## src/rtl/epc_pkg.sv

```systemverilog
package epc_pkg;
    localparam int ADDR_W = 12;
    localparam int DATA_W = 8;
    localparam int CHIP_N = 2;
    localparam int CLK_PERIOD_NS = 25;
    // Program pulse: nominal 50 ms, never above 55 ms
    localparam int PGM_PULSE_MS = 50;
    localparam int PGM_PULSE_MAX_MS = 55;
    localparam int PGM_PULSE_CYC = PGM_PULSE_MS * 1000000 / CLK_PERIOD_NS;
    localparam int PGM_PULSE_MAX_CYC = PGM_PULSE_MAX_MS * 1000000 / CLK_PERIOD_NS;
    // Read access: address/select to data, and output-gate to data
    localparam int ACCESS_NS = 550;
    localparam int ACCESS_CYC = (ACCESS_NS + CLK_PERIOD_NS - 1) / CLK_PERIOD_NS;
    localparam int FLOAT_NS = 100;
    localparam int FLOAT_CYC = (FLOAT_NS + CLK_PERIOD_NS - 1) / CLK_PERIOD_NS;
    // Stable time of address and data before the pulse, and of program voltage
    localparam int SETUP_NS = 2000;
    localparam int SETUP_CYC = (SETUP_NS + CLK_PERIOD_NS - 1) / CLK_PERIOD_NS;
    localparam int CNT_W = 24;
    localparam logic [DATA_W-1:0] ERASED_WORD = 8'hff;
    typedef enum logic [1:0] {EPC_OP_READ, EPC_OP_PROG, EPC_OP_VERIFY} epc_op_t;
endpackage

```

## src/rtl/epc_host.sv

```systemverilog
`timescale 1ns/1ps
// Summary of operation
// - Per-chip selects, one common read gate
// - Drive address and eight data bits parallel
// - One select pulse, 50 ms, below 55
// - Select never held low statically
// - Every location gets its own pulse
// - Mask of several chips pulsed together
// - Verify after delay with select, gate low
module epc_host #(
    parameter int PULSE_CYC = epc_pkg::PGM_PULSE_CYC
) (
    input wire logic core_clk,
    input wire logic resetn,
    input wire logic req_valid,
    output logic req_ready,
    input wire epc_pkg::epc_op_t req_op,
    input wire logic [epc_pkg::CHIP_N-1:0] req_chips,
    input wire logic [epc_pkg::ADDR_W-1:0] req_addr,
    input wire logic [epc_pkg::DATA_W-1:0] req_data,
    output logic rsp_valid,
    output logic [epc_pkg::DATA_W-1:0] rsp_data,
    output logic rsp_mismatch,
    output logic [epc_pkg::ADDR_W-1:0] word_address_bits,
    output logic [epc_pkg::CHIP_N-1:0] chip_sel_n,
    output logic out_gate_n,
    output logic prog_volt_en,
    input wire logic [epc_pkg::DATA_W-1:0] data_pins_in,
    output logic [epc_pkg::DATA_W-1:0] data_pins_out,
    output logic data_pins_oe
);
    typedef enum logic [2:0] {ST_IDLE, ST_SETUP, ST_PULSE, ST_RECOVER, ST_ACCESS,
        ST_FLOAT} epc_state_t;

    epc_state_t state;
    epc_pkg::epc_op_t op;
    logic [epc_pkg::CHIP_N-1:0] chips;
    logic [epc_pkg::DATA_W-1:0] wdata;
    logic tmr_load;
    logic [epc_pkg::CNT_W-1:0] tmr_count;
    logic tmr_busy;
    logic tmr_done;
    logic take;

    function automatic logic [epc_pkg::CNT_W-1:0] cyc(input int n);
        return epc_pkg::CNT_W'(n);
    endfunction

    assign req_ready = (state == ST_IDLE);
    assign take = req_valid && req_ready;

    epc_timer u_timer (
        .core_clk(core_clk),
        .resetn(resetn),
        .load(tmr_load),
        .count(tmr_count),
        .busy(tmr_busy),
        .done(tmr_done)
    );

    always_comb
    begin
        tmr_load = 1'b0;
        tmr_count = '0;
        if (take)
        begin
            tmr_load = 1'b1;
            tmr_count = (req_op == epc_pkg::EPC_OP_PROG) ? cyc(epc_pkg::SETUP_CYC)
                : cyc(epc_pkg::ACCESS_CYC);
        end
        else if (state == ST_SETUP && tmr_done)
        begin
            tmr_load = 1'b1;
            tmr_count = cyc(PULSE_CYC);
        end
        else if ((state == ST_PULSE || state == ST_ACCESS) && tmr_done)
        begin
            tmr_load = 1'b1;
            tmr_count = cyc(epc_pkg::FLOAT_CYC);
        end
    end

    always_ff @(posedge core_clk or negedge resetn)
    begin
        if (!resetn)
        begin
            state <= ST_IDLE;
            op <= epc_pkg::EPC_OP_READ;
            chips <= '0;
            wdata <= epc_pkg::ERASED_WORD;
            word_address_bits <= '0;
        end
        else
        begin
            unique case (state)
                ST_IDLE:
                    if (take)
                    begin
                        op <= req_op;
                        chips <= req_chips;
                        wdata <= req_data;
                        word_address_bits <= req_addr;
                        state <= (req_op == epc_pkg::EPC_OP_PROG) ? ST_SETUP : ST_ACCESS;
                    end
                ST_SETUP:
                    if (tmr_done)
                        state <= ST_PULSE;
                ST_PULSE:
                    if (tmr_done)
                        state <= ST_RECOVER;
                ST_RECOVER:
                    if (tmr_done)
                        state <= ST_IDLE;
                ST_ACCESS:
                    if (tmr_done)
                        state <= ST_FLOAT;
                ST_FLOAT:
                    if (tmr_done)
                        state <= ST_IDLE;
            endcase
        end
    end

    // Pin levels all registered so no glitch reaches the device
    always_ff @(posedge core_clk or negedge resetn)
    begin
        if (!resetn)
        begin
            chip_sel_n <= '1;
            out_gate_n <= 1'b1;
            prog_volt_en <= 1'b0;
            data_pins_out <= '0;
            data_pins_oe <= 1'b0;
        end
        else
        begin
            // Standby for every chip unless selected below
            chip_sel_n <= '1;
            out_gate_n <= 1'b1;
            prog_volt_en <= 1'b0;
            data_pins_oe <= 1'b0;
            if (op == epc_pkg::EPC_OP_PROG && (state == ST_SETUP || state == ST_PULSE
                || state == ST_RECOVER) && !(state == ST_RECOVER && tmr_done))
            begin
                prog_volt_en <= 1'b1;
                data_pins_oe <= 1'b1;
                data_pins_out <= wdata;
                if (state == ST_PULSE && !tmr_done)
                    chip_sel_n <= ~chips;
            end
            else if (state == ST_ACCESS && !tmr_done)
            begin
                // Only the first chip of the mask is read, to avoid contention
                chip_sel_n <= ~(chips & (~chips + 1'b1));
                out_gate_n <= 1'b0;
            end
        end
    end

    always_ff @(posedge core_clk or negedge resetn)
    begin
        if (!resetn)
        begin
            rsp_valid <= 1'b0;
            rsp_data <= '0;
            rsp_mismatch <= 1'b0;
        end
        else
        begin
            rsp_valid <= 1'b0;
            if (state == ST_ACCESS && tmr_done)
            begin
                rsp_valid <= 1'b1;
                rsp_data <= data_pins_in;
                rsp_mismatch <= (op == epc_pkg::EPC_OP_VERIFY) && (data_pins_in != wdata);
            end
        end
    end

    // Length of the select pulse under program voltage; a stuck select would grow it
    logic [epc_pkg::CNT_W-1:0] pulse_len;

    always_ff @(posedge core_clk or negedge resetn)
    begin
        if (!resetn)
            pulse_len <= '0;
        else if (prog_volt_en && chip_sel_n != '1)
            pulse_len <= pulse_len + 1'b1;
        else
            pulse_len <= '0;
    end
endmodule

```

## src/rtl/epc_timer.sv

```systemverilog
`timescale 1ns/1ps
// Down counter; done pulses one cycle when a loaded count runs out
module epc_timer (
    input wire logic core_clk,
    input wire logic resetn,
    input wire logic load,
    input wire logic [epc_pkg::CNT_W-1:0] count,
    output logic busy,
    output logic done
);
    logic [epc_pkg::CNT_W-1:0] cnt;

    always_ff @(posedge core_clk or negedge resetn)
    begin
        if (!resetn)
        begin
            cnt <= '0;
            done <= 1'b0;
        end
        else
        begin
            done <= 1'b0;
            if (load)
                cnt <= count;
            else if (cnt != '0)
            begin
                cnt <= cnt - 1'b1;
                done <= (cnt == 24'h000001);
            end
        end
    end

    assign busy = (cnt != '0) || load;
endmodule

```

## config.mk

```make
export PLATFORM = sky130hd
export DESIGN_NAME = epc_host
export DESIGN_NICKNAME = d
export VERILOG_FILES = /design/src/rtl/epc_pkg.sv /design/src/rtl/epc_host.sv /design/src/rtl/epc_timer.sv
export SDC_FILE = /design/constraint.sdc
export NUM_CORES = 1
export LEC_CHECK = 0
export BUFFER_PORTS_ARGS = -buffer_cell sky130_fd_sc_hd__buf_2
export CORE_MARGIN = 5
export CORE_UTILIZATION = 49
export CTS_CLUSTER_DIAMETER = 50
export DETAILED_ROUTE_END_ITERATION = 8
export HOLD_SLACK_MARGIN = 0.08
export PLACE_DENSITY = 0.75
export SYNTH_ARGS = -nofsm -noshare
export SYNTH_HDL_FRONTEND = slang
export SYNTH_SLANG_ARGS = --single-unit
```

## constraint.sdc

```tcl
create_clock -name core_clk -period 2.3 [get_ports core_clk]
set_input_delay 0.115 -clock core_clk [delete_from_list [all_inputs] [get_ports core_clk]]
set_output_delay 0.115 -clock core_clk [all_outputs]
set_load 0.01 [all_outputs]
```

# Yosys cells after proc, flatten, opt, wreduce, memory -nomap -nowiden
# Index checks and enable logic that the tools add are counted.
[word_totals]
input_bits = 35
output_inout_bits = 36
regBits = 74
wordCells = 80
[op_classes]
n_reduce_logical = 21
mux = 25
add_sub_neg = 2
eq_ne = 15
n_bitwise = 3
[ops]
columns = ["op", "n"]
rows = [
  ["two-way mux 24 bit", 3],
  ["== test 24 x 1 -> 1 bit, second input constant", 1],
  ["nonzero test 24 bit", 1],
  ["subtractor 24 x 1 -> 24 bit, second input constant", 1],
  ["two-way mux 21 bit", 1],
  ["two-way mux 3 bit", 7],
  ["one-hot mux 3 bit (5 select lines)", 1],
  ["logical AND 1 bit", 10],
  ["!= test 2 x 1 -> 1 bit, second input constant", 5],
  ["two-way mux 1 bit", 9],
  ["!= test 8 bit", 1],
  ["two-way mux 7 bit", 1],
  ["== test 3 x 2 -> 1 bit, second input constant", 2],
  ["== test 3 bit, second input constant", 2],
  ["two-way mux 2 bit", 3],
  ["AND reduction 5 bit", 1],
  ["== test 2 x 1 -> 1 bit, second input constant", 2],
  ["inverter 2 bit", 2],
  ["== test 3 x 1 -> 1 bit, second input constant", 1],
  ["logical NOT 3 bit", 1],
  ["logical OR 1 bit", 3],
  ["adder 2 x 1 -> 2 bit, second input constant", 1],
  ["AND 2 bit", 1],
  ["== test 2 bit, second input constant", 1],
  ["4 further kinds", 5],
]

# Logic depth before layout (Yosys ltp)
[depth]
ltp_word = 7
ltp_mapped = 9
ltp_nobuf = 7

# Hierarchy
# From an unflattened synthesis, not the netlist that was laid out.
[unflattened]
cells_unflattened = 326
area_unflattened_um2 = 3804.9
[modules_own_cells]
columns = ["module", "cells_per_inst", "seq_area_each_um2", "instances", "area_each_um2"]
rows = [
  ["epc_host", 157, 1239.9, 1, 2265.9],
  ["epc_timer", 169, 625.6, 1, 1539.0],
]

# Least setup slack after synthesis
# Ideal clock, no wire load.
[synth_path]
path_kind = "register -> register"
startpoint = "register u_timer.cnt[6] in the netlist's numbering"
endpoint = "register u_timer.cnt[16] in the netlist's numbering"
stages_incl_launch_ff = 7
required_ns = 2.220
n_path_buf = 1
setup_time_ns = 0.080
synth_period_minus_slack_ns = 2.238
t_arrival_ns = 2.158
slack_ns = 0.062
cell_sequence = "dfrtp_1 -> or4_4 -> or3_1 -> buf_2 -> or3_1 -> or3_1 -> a21oi_1"
[synth_via]
elab_chain_len = 3
word_cells_on_any_way = 5
cone_classes = "add/sub (1); mux (2); reduce/logical (2)"
[synth_lines]
columns = ["element", "line_no", "text"]
rows = [
  ["from (decl)", "epc_timer.sv:11", "logic [epc_pkg::CNT_W-1:0] cnt;"],
  ["from (signal assigned)", "epc_timer.sv:24", "cnt <= count;"],
  ["from (signal assigned)", "epc_timer.sv:27", "cnt <= cnt - 1'b1;"],
  ["subtractor 24 x 1 -> 24 bit", "epc_timer.sv:27", ""],
  ["two-way mux 24 bit", "epc_timer.sv:25", "else if (cnt != '0)"],
  ["two-way mux 24 bit", "epc_timer.sv:23", "if (load)"],
]
# Several ways; a longest one is shown, not always the timed one. The select of a mux whose other input is x is not followed.
# A chain may end at the register's enable or synchronous reset.

# Worst setup path after layout
[layout_path]
startpoint = "register u_timer.cnt[0] in the netlist's numbering"
endpoint = "register u_timer.cnt[23] in the netlist's numbering"
# The elaborated chain is that of the path after synthesis.

==> run metrics <==
result of the run finished, final reports clean; crit-path cells inv_1 > ha_1 > nor3b_1 > and4b_1 > and2_2 > or4_1 > a21oi_1; fin. max-slew vios 0; Post-Synth Simple-Gate Area 0.156; Core Rows 30; Final Hold Vio Count 0; top cell type's share of synthesized area 0.451; fin area 4610 µm²; Compound-Gate Fraction of Synth Area 0.0820; I/O Pins 71; # port buffers 70; Num Clock Sinks 74; DPL Wire Length around 5500 µm; Hold EP state[2]; drt total wl roughly 8400 µm; Slew @ Worst Pin just over 900 ps; vias per inst 5.27; TritonCTS clock tree built; Worst path max stage delay around 520 ps; main combinational cell family by area after synthesis simple AND/OR/NAND/NOR gates; first-iteration detailed-routing DRC count between 80 and 90; VDD IR max between 400 and 500 µV; Starting Density 0.508; Final Net Count 469; Tcrit/Tclk final 0.976; remaining routing DRC violations 0; fin cells 532; share of layout cells above drive strength 1 0.362; Leak between 2 and 2.5 nW; Critical Path AT between 2000 and 3000 ps; CORE AREA roughly 6900 µm²; Mapped Cells roughly 310; WP buf/inv 1; CP Class flop to flop; Syn Area/Cell between 10 and 15 µm²; Register-to-Register Path Depth 7; Hold Startpoint req_valid; Peak Freq around 450 MHz; Setup crit start kind flop; area added between synthesis and finish 32.0%; initial antenna violation count 0; Post-DP Area between 4000 and 5000 µm²; CTS H-tree depth 3; CTS Buf Count 9; Die H 94.4 µm; die width between 90 and 100 µm; placed cell count just under 500; Routed wire per std cell 15.7 µm; power per standard cell area around 720 nW/µm²; Seq/Total Area, Yosys 0.534; Crit-path slowest cell or4_1; worst path required time roughly 2600 ps; max_cap viols 0; Crit path depth 7; Syn. warnings 0; post-layout minimum cycle time ~2200 ps; first-pass GRT wire length 14200 µm; clock root buffer clkbuf_8; ANT nets after route 0; Area contributors post-synth dfrtp_1 45%, mux2_2 12%, dfstp_2 8.3%; Primary FF master, synth dfrtp_1; Synth area leader dfrtp_1; post-synthesis mux area share 0.128; first-pass iteration count of the detailed router 4; r2r setup slk 50 ps; largest net degree at the start of global routing 75; Worst-path clk slew 80 ps; clk_lat worst skew about 350 ps; GP Congestion roughly 0.84; via count approximately 2.8k; Mapped Nets ~350; endpoint type of the worst setup path flop; Mapped Area 3490 µm²; Antenna Cells 0; overall power approximately 3.3 mW; relative slew slack 0.393; Setup-failing EPs final 0; Critical R2R Capture u_timer.cnt[23]; total track usage 0.202; xor and xnor fraction of the mapped netlist area 0.0627; GRT overflow 0; RSZ-0062 raised after global routing true; synthesized flop and latch total 74; Crit Path Max Fanout 10; number of synthesized flops with an enable pin 0; WHS ~290 ps; Clock Skew 10.5 ps; Hold Path Class primary input to flop; setup TNS 0 ps; Top delay family on crit path simple AND/OR/NAND/NOR gates; # fillers 506; die area 8920 µm²; Synth Area in Adders 0.0107; CTS Buffer Depth 2; post-synth cell types 43; worst hold path depth 5; async set or reset register ratio after synthesis 1.00; vias in the first global route between 2k and 3k; Reg-to-Reg Start u_timer.cnt[0]
==> registers in the layout, indices dropped and copies added (netlist names), 2 cells and up <==
name,flops
state,3
op,2
rsp_data,8
wdata,8
data_pins_out,8
chip_sel_n,2
word_address_bits,12
chips,2
u_timer.cnt,24
==> worst max-delay path by stage <==
stage,start,endpoint,slack (ps)
after floorplan,u_timer.cnt[6],u_timer.cnt[16],60
after global placement,u_timer.cnt[6],u_timer.cnt[22],90
after detailed placement,u_timer.cnt[6],u_timer.cnt[22],40
after CTS,u_timer.cnt[6],u_timer.cnt[22],30
after global routing,u_timer.cnt[0],u_timer.cnt[23],-20
final,u_timer.cnt[0],u_timer.cnt[23],50
==> through the flow <==
stage	worst slack (ps)	utilization
2_1_floorplan	61.8	-
3_3_place_gp	91.7	0.587
3_5_place_dp	39.1	0.587
4_1_cts	26.4	0.667
5_1_grt	-21.6	0.671
6_report	54.6	0.671
==> report_power, final <==
group	internal [mW]	switching [mW]	total [mW]
sequential	1.45	0.147	1.60
clock	0.615	0.510	1.13
combinational	0.302	0.278	0.581
total	2.37	0.935	3.31
==> synthesized netlist by cell type, types with 2 or more instances <==
cell / instances
or4_1: 6
ha_1: 3
mux2_2: 38
a21o_1: 2
nand3_1: 8
nor3b_1: 2
nor2b_1: 2
and2_1: 2
nor4_1: 5
nor2_1: 22
xnor2_1: 17
clkbuf_1: 13
o21ai_0: 12
nand2_1: 20
nand4_1: 3
xor2_1: 8
a211oi_1: 2
inv_1: 8
or4bb_1: 2
or3_1: 9
a31oi_1: 2
nand2b_1: 6
mux2i_1: 2
a21boi_0: 2
dfrtp_1: 63
a21oi_1: 19
dfstp_2: 11
nor3_1: 10
==> placed cells by master, fill, tap and decap left out, drive strengths merged, types with 3 or more instances in the layout <==
master | netlist | layout
buf | 2 | 88
dfrtp | 63 | 63
mux2 | 38 | 38
dlygate4sd3 | 0 | 33
nor2 | 22 | 22
nand2 | 20 | 20
a21oi | 19 | 19
xnor2 | 17 | 17
o21ai | 12 | 12
dfstp | 11 | 11
nor3 | 10 | 10
clkbuf | 13 | 10
inv | 8 | 9
or3 | 9 | 9
nand3 | 8 | 8
xor2 | 8 | 8
or4 | 7 | 7
nand2b | 6 | 6
nor4 | 5 | 5
nand4 | 3 | 3
ha | 3 | 3
==> layer usage <==
layer  global-route usage  vias up  wire length [µm]
met1                0.238     1362              3470
met4               0.0650        0               102
li1                     -     1345                 -
met3               0.0701       15               524
met5                    0        -                 0
met2                0.347       80              4270
==> area by class of cell <==
class                           count  area [µm²]  share of cell area
Sequential cell                    74        1870               0.405
Clock inverter                      6        90.1              0.0195
Multi-Input combinational cell    217        1560               0.338
Inverter                            8        30.0             0.00652
Tap cell                           96         120              0.0261
Clock buffer                       10         128              0.0277
Timing Repair Buffer              121         818               0.178
==> cells by family after synthesis <==
| logic type | Yosys count |
|---|---|
| simple gates | 102 |
| flops | 74 |
| compound gates | 47 |
| mux | 40 |
| xor+xnor | 25 |
| buf+inv | 23 |
| fa+ha+maj | 3 |
==> tightest hold or removal path: cells and delay by family <==
kind | cells | cell delay (ps)
buffers and inverters | 1 | 110
AOI/OAI and AO/OA | 2 | 220
and+or+nand+nor | 2 | 150
==> timing repair <==
| item | in CTS | in global routing |
|---|---|---|
| endpoints found under the setup margin | 0 | 5 |
| resized for setup | 0 | 3 |
| hold buffers | 33 | 0 |
| buffers inserted | 0 | 1 |
| hold endpoints to repair | 95 | 0 |
Note: power is estimated with default switching activity, not from simulation.
